===== config.mk =====
export PLATFORM = sky130hd
export DESIGN_NAME = mtrl_lookup
export DESIGN_NICKNAME = d
export VERILOG_FILES = /design/src/core/mtrl_pkg.sv /design/src/core/mtrl_lookup.sv
export SDC_FILE = /design/constraint.sdc
export NUM_CORES = 2
export LEC_CHECK = 0
export BUFFER_PORTS_ARGS = -buffer_cell sky130_fd_sc_hd__buf_2
export CAP_MARGIN = 20
export CORE_MARGIN = 2
export CORE_UTILIZATION = 36
export DETAILED_ROUTE_END_ITERATION = 10
export GPL_ROUTABILITY_DRIVEN = 0
export PLACE_DENSITY = 0.61
export SLEW_MARGIN = 25
export SYNTH_ARGS = -nofsm -noshare
export SYNTH_HDL_FRONTEND = slang
export SYNTH_SLANG_ARGS = --single-unit

===== constraint.sdc =====
create_clock -name i_clk -period 2.6 [get_ports i_clk]
set_clock_uncertainty 0.05 [all_clocks]
set_input_delay 0 -clock i_clk [delete_from_list [all_inputs] [get_ports i_clk]]
set_output_delay 0 -clock i_clk [all_outputs]
set_load 0.02 [all_outputs]

===== src/core/mtrl_pkg.sv =====
// memory-type range lookup: register indices, field layout, type codes and bus carriers
package mtrl_pkg;

   // register indices seen by the model-specific register read and write instructions
   localparam logic [31:0] IDX_DEF_TYPE = 32'h0000_0040;
   localparam logic [31:0] IDX_FIX_FIRST = 32'h0000_0010;
   localparam logic [31:0] IDX_FIX_LAST = 32'h0000_001A;
   localparam logic [31:0] IDX_VAR_FIRST = 32'h0000_0020;
   localparam logic [31:0] IDX_VAR_LAST = 32'h0000_002F;

   localparam int NUM_FIX = 11;
   localparam int NUM_VAR = 8;

   // field layout
   localparam int TYPE_LSB = 0;
   localparam int TYPE_W = 8;
   localparam int FE_BIT = 10;
   localparam int E_BIT = 11;
   localparam int VALID_BIT = 11;
   localparam int ADDR_LSB = 12;
   localparam int ADDR_W = 24;
   localparam int PADDR_W = 36;

   // reserved bits per register kind
   localparam logic [63:0] DEF_RSVD_MASK = 64'hFFFF_FFFF_FFFF_F300;
   localparam logic [63:0] BASE_RSVD_MASK = 64'hFFFF_FFF0_0000_0F00;
   localparam logic [63:0] MASK_RSVD_MASK = 64'hFFFF_FFF0_0000_07FF;

   // memory-type codes
   localparam logic [7:0] TYPE_UC = 8'h00;
   localparam logic [7:0] TYPE_WC = 8'h01;
   localparam logic [7:0] TYPE_WT = 8'h04;
   localparam logic [7:0] TYPE_WP = 8'h05;
   localparam logic [7:0] TYPE_WB = 8'h06;

   // reset values
   localparam logic [7:0] RST_TYPE = 8'h00;
   localparam logic [63:0] RST_FIX = 64'h0000_0000_0000_0000;
   localparam logic [23:0] RST_ADDR = 24'h00_0000;

   // first megabyte covered by the fixed ranges, as bits 35:20 of the address
   localparam logic [15:0] FIX_AREA_HI = 16'h0000;

   typedef struct packed {
      logic wr;
      logic rd;
      logic [31:0] idx;
      logic [63:0] wdata;
   } mtrl_msr_req_t;

   typedef struct packed {
      logic ack;
      logic fault;
      logic [63:0] rdata;
   } mtrl_msr_rsp_t;

endpackage


===== src/core/mtrl_lookup.sv =====
// memory-type range lookup: range registers, register access port and address resolution
`timescale 1ns/1ps

module mtrl_lookup (
   input wire logic i_clk,
   input wire logic i_rst_n,
   input wire mtrl_pkg::mtrl_msr_req_t i_req,
   output mtrl_pkg::mtrl_msr_rsp_t o_rsp,
   input wire logic [35:0] i_phys_addr,
   output logic [7:0] o_mem_type
);
   import mtrl_pkg::*;

   logic [7:0] def_type_ff;
   logic fe_ff;
   logic e_ff;
   logic [63:0] fix_ff [NUM_FIX];
   logic [7:0] var_type_ff [NUM_VAR];
   logic [23:0] var_base_ff [NUM_VAR];
   logic [23:0] var_mask_ff [NUM_VAR];
   logic [NUM_VAR-1:0] var_valid_ff;
   mtrl_msr_rsp_t rsp_ff;
   mtrl_msr_rsp_t nxt_rsp;

   function automatic logic legal_type(input logic [7:0] t);
      legal_type = (t == TYPE_UC) || (t == TYPE_WC) || (t == TYPE_WT) ||
                   (t == TYPE_WP) || (t == TYPE_WB);
   endfunction

   function automatic logic is_fix(input logic [31:0] idx);
      is_fix = (idx >= IDX_FIX_FIRST) && (idx <= IDX_FIX_LAST);
   endfunction

   function automatic logic is_var(input logic [31:0] idx);
      is_var = (idx >= IDX_VAR_FIRST) && (idx <= IDX_VAR_LAST);
   endfunction

   // any byte of a fixed register that is not a legal code
   function automatic logic fix_bad(input logic [63:0] v);
      logic bad;
      bad = 1'b0;
      for (int b = 0; b < 8; b++)
      begin
         bad = bad | !legal_type(v[8*b +: 8]);
      end
      fix_bad = bad;
   endfunction

   logic [31:0] fix_off;
   logic [31:0] var_off;
   logic [3:0] fix_sel;
   logic [2:0] var_sel;
   logic var_is_mask;

   assign fix_off = i_req.idx - IDX_FIX_FIRST;
   assign var_off = i_req.idx - IDX_VAR_FIRST;
   assign fix_sel = fix_off[3:0];
   assign var_sel = var_off[3:1];
   assign var_is_mask = var_off[0];

   // write checks: a faulting write changes nothing
   logic wr_fault;
   always_comb
   begin
      wr_fault = 1'b0;
      if (i_req.idx == IDX_DEF_TYPE)
      begin
         wr_fault = !legal_type(i_req.wdata[7:0]) ||
                    ((i_req.wdata & DEF_RSVD_MASK) != '0);
      end
      else if (is_fix(i_req.idx))
      begin
         wr_fault = fix_bad(i_req.wdata);
      end
      else if (is_var(i_req.idx))
      begin
         if (var_is_mask)
         begin
            wr_fault = (i_req.wdata & MASK_RSVD_MASK) != '0;
         end
         else
         begin
            wr_fault = ((i_req.wdata & BASE_RSVD_MASK) != '0) ||
                       !legal_type(i_req.wdata[7:0]);
         end
      end
      else
      begin
         wr_fault = 1'b1;
      end
   end

   logic wr_ok;
   assign wr_ok = i_req.wr && !wr_fault;

   // default-type control register
   always_ff @(posedge i_clk or negedge i_rst_n)
   begin
      if (!i_rst_n)
      begin
         def_type_ff <= RST_TYPE;
         fe_ff <= 1'b0;
         e_ff <= 1'b0;
      end
      else if (wr_ok && (i_req.idx == IDX_DEF_TYPE))
      begin
         def_type_ff <= i_req.wdata[TYPE_LSB +: TYPE_W];
         fe_ff <= i_req.wdata[FE_BIT];
         e_ff <= i_req.wdata[E_BIT];
      end
   end

   // fixed-range registers, eight byte fields each
   always_ff @(posedge i_clk or negedge i_rst_n)
   begin
      if (!i_rst_n)
      begin
         for (int i = 0; i < NUM_FIX; i++)
         begin
            fix_ff[i] <= RST_FIX;
         end
      end
      else if (wr_ok && is_fix(i_req.idx))
      begin
         fix_ff[fix_sel] <= i_req.wdata;
      end
   end

   // variable base/mask pairs
   always_ff @(posedge i_clk or negedge i_rst_n)
   begin
      if (!i_rst_n)
      begin
         var_valid_ff <= '0;
         for (int i = 0; i < NUM_VAR; i++)
         begin
            var_type_ff[i] <= RST_TYPE;
            var_base_ff[i] <= RST_ADDR;
            var_mask_ff[i] <= RST_ADDR;
         end
      end
      else if (wr_ok && is_var(i_req.idx))
      begin
         if (var_is_mask)
         begin
            var_mask_ff[var_sel] <= i_req.wdata[ADDR_LSB +: ADDR_W];
            var_valid_ff[var_sel] <= i_req.wdata[VALID_BIT];
         end
         else
         begin
            var_type_ff[var_sel] <= i_req.wdata[TYPE_LSB +: TYPE_W];
            var_base_ff[var_sel] <= i_req.wdata[ADDR_LSB +: ADDR_W];
         end
      end
   end

   // read data; reserved bits read as zero since they are never stored
   logic [63:0] rd_data;
   logic rd_miss;
   always_comb
   begin
      rd_data = '0;
      rd_miss = 1'b0;
      if (i_req.idx == IDX_DEF_TYPE)
      begin
         rd_data[TYPE_LSB +: TYPE_W] = def_type_ff;
         rd_data[FE_BIT] = fe_ff;
         rd_data[E_BIT] = e_ff;
      end
      else if (is_fix(i_req.idx))
      begin
         rd_data = fix_ff[fix_sel];
      end
      else if (is_var(i_req.idx))
      begin
         if (var_is_mask)
         begin
            rd_data[ADDR_LSB +: ADDR_W] = var_mask_ff[var_sel];
            rd_data[VALID_BIT] = var_valid_ff[var_sel];
         end
         else
         begin
            rd_data[ADDR_LSB +: ADDR_W] = var_base_ff[var_sel];
            rd_data[TYPE_LSB +: TYPE_W] = var_type_ff[var_sel];
         end
      end
      else
      begin
         rd_miss = 1'b1;
      end
   end

   // one answer per request, one cycle later; a write beats a read in the same cycle
   always_comb
   begin
      nxt_rsp = '0;
      if (i_req.wr)
      begin
         nxt_rsp.ack = 1'b1;
         nxt_rsp.fault = wr_fault;
      end
      else if (i_req.rd)
      begin
         nxt_rsp.ack = 1'b1;
         nxt_rsp.fault = rd_miss;
         nxt_rsp.rdata = rd_miss ? 64'h0 : rd_data;
      end
   end

   always_ff @(posedge i_clk or negedge i_rst_n)
   begin
      if (!i_rst_n)
      begin
         rsp_ff <= '0;
      end
      else
      begin
         rsp_ff <= nxt_rsp;
      end
   end

   assign o_rsp = rsp_ff;

   // fixed-range lookup within the first megabyte
   logic fix_in_area;
   logic fix_hit;
   logic [3:0] fix_reg;
   logic [2:0] fix_byte;
   logic [63:0] fix_word;
   logic [7:0] fix_type;

   assign fix_in_area = i_phys_addr[35:20] == FIX_AREA_HI;
   always_comb
   begin
      if (!i_phys_addr[19])
      begin
         fix_reg = 4'h0;
         fix_byte = i_phys_addr[18:16];
      end
      else if (!i_phys_addr[18])
      begin
         fix_reg = {3'h0, i_phys_addr[17]} + 4'h1;
         fix_byte = i_phys_addr[16:14];
      end
      else
      begin
         fix_reg = {1'b0, i_phys_addr[17:15]} + 4'h3;
         fix_byte = i_phys_addr[14:12];
      end
   end
   assign fix_word = fix_ff[fix_reg];
   assign fix_type = fix_word[{fix_byte, 3'h0} +: 8];
   assign fix_hit = e_ff && fe_ff && fix_in_area;

   // variable-range matching
   logic [NUM_VAR-1:0] var_hit;
   logic [NUM_VAR-1:0] var_uc;
   logic [7:0] var_type;
   always_comb
   begin
      var_type = TYPE_UC;
      for (int i = NUM_VAR - 1; i >= 0; i--)
      begin
         var_hit[i] = var_valid_ff[i] &&
                      ((i_phys_addr[35:12] & var_mask_ff[i]) ==
                       (var_base_ff[i] & var_mask_ff[i]));
         var_uc[i] = var_type_ff[i] == TYPE_UC;
         if (var_hit[i])
         begin
            var_type = var_type_ff[i];
         end
      end
      // other overlaps are undefined; lowest pair wins there
      if ((var_hit & var_uc) != '0)
      begin
         var_type = TYPE_UC;
      end
   end

   // combinational so a lookup sees a write at the very next edge
   always_comb
   begin
      if (!e_ff)
      begin
         o_mem_type = def_type_ff;
      end
      else if (fix_hit)
      begin
         o_mem_type = fix_type;
      end
      else if (var_hit != '0)
      begin
         o_mem_type = var_type;
      end
      else
      begin
         o_mem_type = def_type_ff;
      end
   end
endmodule


# Word level (Yosys, flattened, before mapping)
# Index checks and enable logic that the tools add are counted.
# W data, S select, Z words.
[totals] input_bits=136 ff_bits=1236 wordCells=283 out_inout_bits=74
[op_classes] n_eq_ne=41 add_sub_neg=4 magnitude_cmp=11 bitwise_logic=28 muxes=70 shift=1 reduce_logical=86
[op_table] operator="$bwmux W704" count=1
[op_table] operator="$bmux W64 S4" count=2
[op_table] operator="$mux W64" count=7
[op_table] operator="$and A24 B24 Y24" count=16
[op_table] operator="$bwmux W192" count=2
[op_table] operator="$demux W64 S4" count=1
[op_table] operator="$eq A24 B24 Y1" count=8
[op_table] operator="$eq A8 B3 Y1 const B" count=24
[op_table] operator="$reduce_bool A64 Y1" count=3
[op_table] operator="$mux W8" count=19
[op_table] operator="$bmux W24 S3" count=2
[op_table] operator="$mux W24" count=6
[op_table] operator="$logic_not A8 Y1" count=16
[op_table] operator="$demux W24 S3" count=1
[op_table] operator="$mux W66" count=1
[op_table] operator="$bwmux W64" count=1
[op_table] operator="$eq A8 B1 Y1 const B" count=8
[op_table] operator="$shiftx A64 B7 Y8" count=1
[op_table] operator="$mux W52" count=1
[op_table] operator="$mux W25" count=2
[op_table] operator="$logic_or A1 B1 Y1" count=34
[op_table] operator="$eq A32 B7 Y1 const B" count=1
[op_table] operator="$ge A32 B5 Y1 const B" count=1
[op_table] operator="$ge A32 B6 Y1 const B" count=1
[op_table] operator="31 further kinds" count=82

# Longest topological paths before layout
[depth] ltp_word=19 ltp_mapped=15

# Least setup slack after synthesis
# Ideal clock, no wire load.
[synth_path] kind="register to output" start="register var_base_ff[24] (netlist name)" end="output o_mem_type[5]" required_ns=2.550 path_stages_with_launch=9 path_slack_ns=-0.277 n_path_buf=0 arrival_ns=2.827 path_cell_list="dfrtp_1 xor2_1 a22oi_1 nand4_1 nor4_2 o21ai_0 o211ai_1 nor3_1 o31ai_1"
[synth_between] elab_chain_len=14 elab_cells_between_ends=17 cone_classes="1 x eq/ne; 11 x mux; 2 x bitwise; 3 x reduce/logical"
[synth_rtl] item="start: declaration" line="mtrl_lookup.sv:19" rtl="logic [23:0] var_base_ff [NUM_VAR];"
[synth_rtl] item="start signal: indexed assignment" line="mtrl_lookup.sv:152" rtl="var_base_ff[var_sel] <= i_req.wdata[ADDR_LSB +: ADDR_W];"
[synth_rtl] item="$and A24 B24 Y24 *" line="mtrl_lookup.sv:266" rtl="(var_base_ff[i] & var_mask_ff[i]));"
[synth_rtl] item="$eq A24 B24 Y1 *" line="mtrl_lookup.sv:265" rtl="((i_phys_addr[35:12] & var_mask_ff[i]) =="
[synth_rtl] item="$logic_and A1 B1 Y1 *" line="mtrl_lookup.sv:264" rtl="var_hit[i] = var_valid_ff[i] &&"
[synth_rtl] item="$mux W8 (7 in a row)" line="mtrl_lookup.sv:268" rtl="if (var_hit[i])"
[synth_rtl] item="$mux W8" line="mtrl_lookup.sv:274" rtl="if ((var_hit & var_uc) != '0)"
[synth_rtl] item="$mux W8 *" line="mtrl_lookup.sv:291" rtl="else if (var_hit != '0)"
[synth_rtl] item="$mux W8 *" line="mtrl_lookup.sv:287" rtl="else if (fix_hit)"
[synth_rtl] item="$mux W8 *" line="mtrl_lookup.sv:283" rtl="if (!e_ff)"
[synth_rtl] item="end: declaration" line="mtrl_lookup.sv:10" rtl="output logic [7:0] o_mem_type"
# Mark *: on every way between the ends. The rest lies on a longest branch, timed or not.

# Worst setup path in the final report
[layout_path] start="register var_base_ff[184] (netlist name)" end="output o_mem_type[1]"
[layout_between] elab_chain_len=9 elab_cells_between_ends=11 cone_classes="1 x eq/ne; 5 x mux; 2 x bitwise; 3 x reduce/logical"
[layout_rtl] item="$and A24 B24 Y24 *" line="mtrl_lookup.sv:266"
[layout_rtl] item="$eq A24 B24 Y1 *" line="mtrl_lookup.sv:265"
[layout_rtl] item="$logic_and A1 B1 Y1 *" line="mtrl_lookup.sv:264"
[layout_rtl] item="$and A8 B8 Y8" line="mtrl_lookup.sv:274"
[layout_rtl] item="$reduce_bool A8 Y1" line="mtrl_lookup.sv:274"
[layout_rtl] item="$mux W8" line="mtrl_lookup.sv:274"
[layout_rtl] item="$mux W8 *" line="mtrl_lookup.sv:291"
[layout_rtl] item="$mux W8 *" line="mtrl_lookup.sv:287"
[layout_rtl] item="$mux W8 *" line="mtrl_lookup.sv:283"
# Marks and branches as above.

==> qor.yml <==
logic_synthesis:
  yosys-top-cells-area: "dfrtp_1 (50%), mux2_2 (10%), mux4_2 (7.3%)"
  synth.top_cell.area_share_pct: 49.72
  synth.most_common_cell: "dfrtp_1"
  synth.avg_cell_area_um2: 11.70
  synth_nets: 5452
  ys_ff_latch: 1236
  synth_flop_cell: "dfrtp_1"
  synthCells: 5315
  ys_warn_count: 0
  synth_edf_count: 0
  synth_area_um2: 62210
  ys_types: 76
  synthArstFlopShare_pct: 100.0
  ys_seq_area_share_pct: 49.72
  ys_top_cells_by_count: "dfrtp_1 (1236), mux2_2 (573), nand2_1 (458)"
  yosys.area.top_type: "dfrtp_1"
power:
  total_power_uw: 43930
  peakVddDrop_mv: 0.7656
  cellPowerDensity_nw_per_um2: 545.9
  p_leak_uw: 0.03913
final_layout:
  syn_to_final_growth_pct: 29.34
  drive_gt1_share_pct: 38.08
  fillers: 15480
  fin_nets: 6529
setup_path:
  endpoint_kind: "output port"
  worstPathMaxFanout: 4
  rr_worst_depth: 8
  critPathRequiredTime_ns: 2.55
  endpoint: "o_mem_type[1]"
  path_class: "reg2out"
  regToRegSetupSlack_ns: 0.29
  cp-start-kind: "flip-flop"
  crit_path_start: "var_base_ff[184]"
  cp.arrival_ns: 4.07
  r2r_start: "fix_ff[159]"
  reg2reg_to: "o_rsp[31]"
sta:
  hold_viol: 0
  slew_violations: 0
  tightest_slew_ns: 0.9757
  post-route-period-util_pct: 158.6
  final-setup-viol-count: 8
  rsz0062_at_grt: "true"
  holdWs_ns: 0.1018
  relSlewSlack_pct: 34.60
  fmax_mhz: 242.5
  min_period_ns: 4.124
  setup_ws_ns: -1.524
floorplan:
  num_rows: 152
  core_area_um2: 171700
  fp.dieH_um: 419.7
  dieArea_um2: 176100
  ios: 210
  die_w_um: 419.7
  start_util_pct: 36.22
place:
  port_buffers: 197
  hpwl_um: 179500
global_route:
  antenna_found_initial: 14
  grt_pass1_vias: 51680
  grt_max_degree: 108
  grt_pass1_wl_um: 366800
  grt_overflow: 0
  grt_util_all_layers_pct: 28.52
route:
  via_count: 51400
  drt_iter0_drc: 5863
  wirelength_um: 251700
  ant_nets: 0
  routed_via_density: 5.834
  drt_pass1_iterations: 8
  drc: 0
  wl_per_cell_um: 28.57
clocking:
  clk_latency_ns: 0.81
  clkSinkCount: 1236
  clk_pin_slew_ns: 0.06
  cts_tree: "built"
  h-tree-depth: 4
  cts_root_buf: "clkbuf_16"
  clock_path_buffers: 3
  cts_inserted_buffers: 141
status:
  violations: "setup timing"
  outcome: "finished with violations"
run:
  maxCapViolations: 0
min_path:
  worst_hold_path_type: "in2reg"
cell type report:
cell class              count  area, um^2  area share [%]
clock buffers             201        4095           5.090
well taps                2310        2890           3.592
inverters                  18       67.56         0.08397
repair buffers           1395       12050           14.98
flip-flops and latches   1236       30930           38.44
diodes                      5       12.51         0.01555
multi-input cells        3600       29740           36.96
clock inverters            45       674.4          0.8382
what timing repair did:
item / in CTS / in global routing
hold buffers: 51 / 0
pin swaps: 14 / 15
setup endpoints to repair: 8 / 229
resized for setup: 52 / 34
cloned: 0 / 1
hold endpoints to repair: 1955 / 0
setup buffers: 10 / 7
registers in the layout (all words and copies together), names as in the netlist:
signal,flops
var_mask_ff,192
o_rsp,66
def_type_ff,8
var_type_ff,64
var_valid_ff,8
var_base_ff,192
fe_ff,1
fix_ff,704
e_ff,1
layout by cell type, fill, tap and decap left out, drive strengths merged, types with 29 or more instances in the layout:
master and n:
nand4 70, a31oi 43, and3 52, o211ai 39, a311oi 29, a221oi 48, and2 442, dfrtp 1236
xor2 192, nor3 32, nand2 463, o21ai 164, mux2i 162, a211oi 85, mux2 654, a21oi 86
dlygate4sd3 50, buf 1344, o22ai 158, nor2 151, a22oi 115, nand3 129, nor2b 79, clkbuf 202
nor4 44, mux4 202
cells by family after synthesis:
group | count (synthesis) | share of synthesized area (%)
mux | 1018 | 21.88
xor+xnor | 193 | 2.717
simple gates | 1535 | 13.14
fa+ha+maj | 1 | 0.02011
flops | 1236 | 49.72
buf+inv | 479 | 3.304
compound gates | 853 | 9.222
per-layer routing:
layer  up-vias  GRT usage, %  part of all wire (%)
met3       663         6.281                   9.3
met1     26470         37.47                    39
met4         8         15.24                   6.3
met5         -             0                 0.018
li1      21550             -                     -
met2      2711         43.96                    45
worst min-delay path by stage:
| stage | end | depth (start not counted) | from | slack (ns) |
|---|---|---|---|---|
| after detailed placement | var_base_ff[137] | 1 | i_rst_n | -0.05 |
| after floorplan | def_type_ff[0] | 0 | i_rst_n | -0.35 |
| final | var_mask_ff[182] | 5 | i_req[64] | 0.10 |
| after CTS | o_rsp[4] | 6 | i_req[66] | 0.04 |
| after global routing | var_mask_ff[174] | 5 | i_req[64] | 0.09 |
| after global placement | var_mask_ff[16] | 1 | i_rst_n | -0.04 |
stage by stage:
stage          setup TNS [ns]  utilization (%)  std cells  cell area, um^2  setup slack (ns)
6_report               -10.97            46.85       8810            80460            -1.524
5_1_grt                -11.79            46.85       8807            80450            -1.599
4_1_cts                -11.48            46.71       8798            80220            -1.526
3_5_place_dp          -517.22            43.43       8494            74590            -1.334
3_3_place_gp          -498.72            43.43       8494            74590            -1.346
2_1_floorplan               0                -       5315            62250           0.03136
critical path, stage by stage (launching register included):
cell	delay [ns]
dfrtp_1	0.39
xor2_1	0.18
a22oi_2	0.21
nand4_1	0.30
buf_4	0.25
nor4b_4	0.34
a211o_1	0.17
nand4b_1	0.16
o21ai_2	0.08
buf_6	0.16
buf_12	0.14
a221oi_4	0.42
buf_4	0.20
o31ai_4	0.10
buf_6	0.16
where the power goes:
| group | leakage (uW) | internal (uW) | switching, uW |
|---|---|---|---|
| Combinational | 0.0196 | 1470 | 2650 |
| Sequential | 0.0172 | 19200 | 0.934 |
| Clock | 0.00233 | 12000 | 8610 |
| Total | 0.0391 | 32700 | 11300 |
No activity file was read; power rests on OpenSTA's default activity.
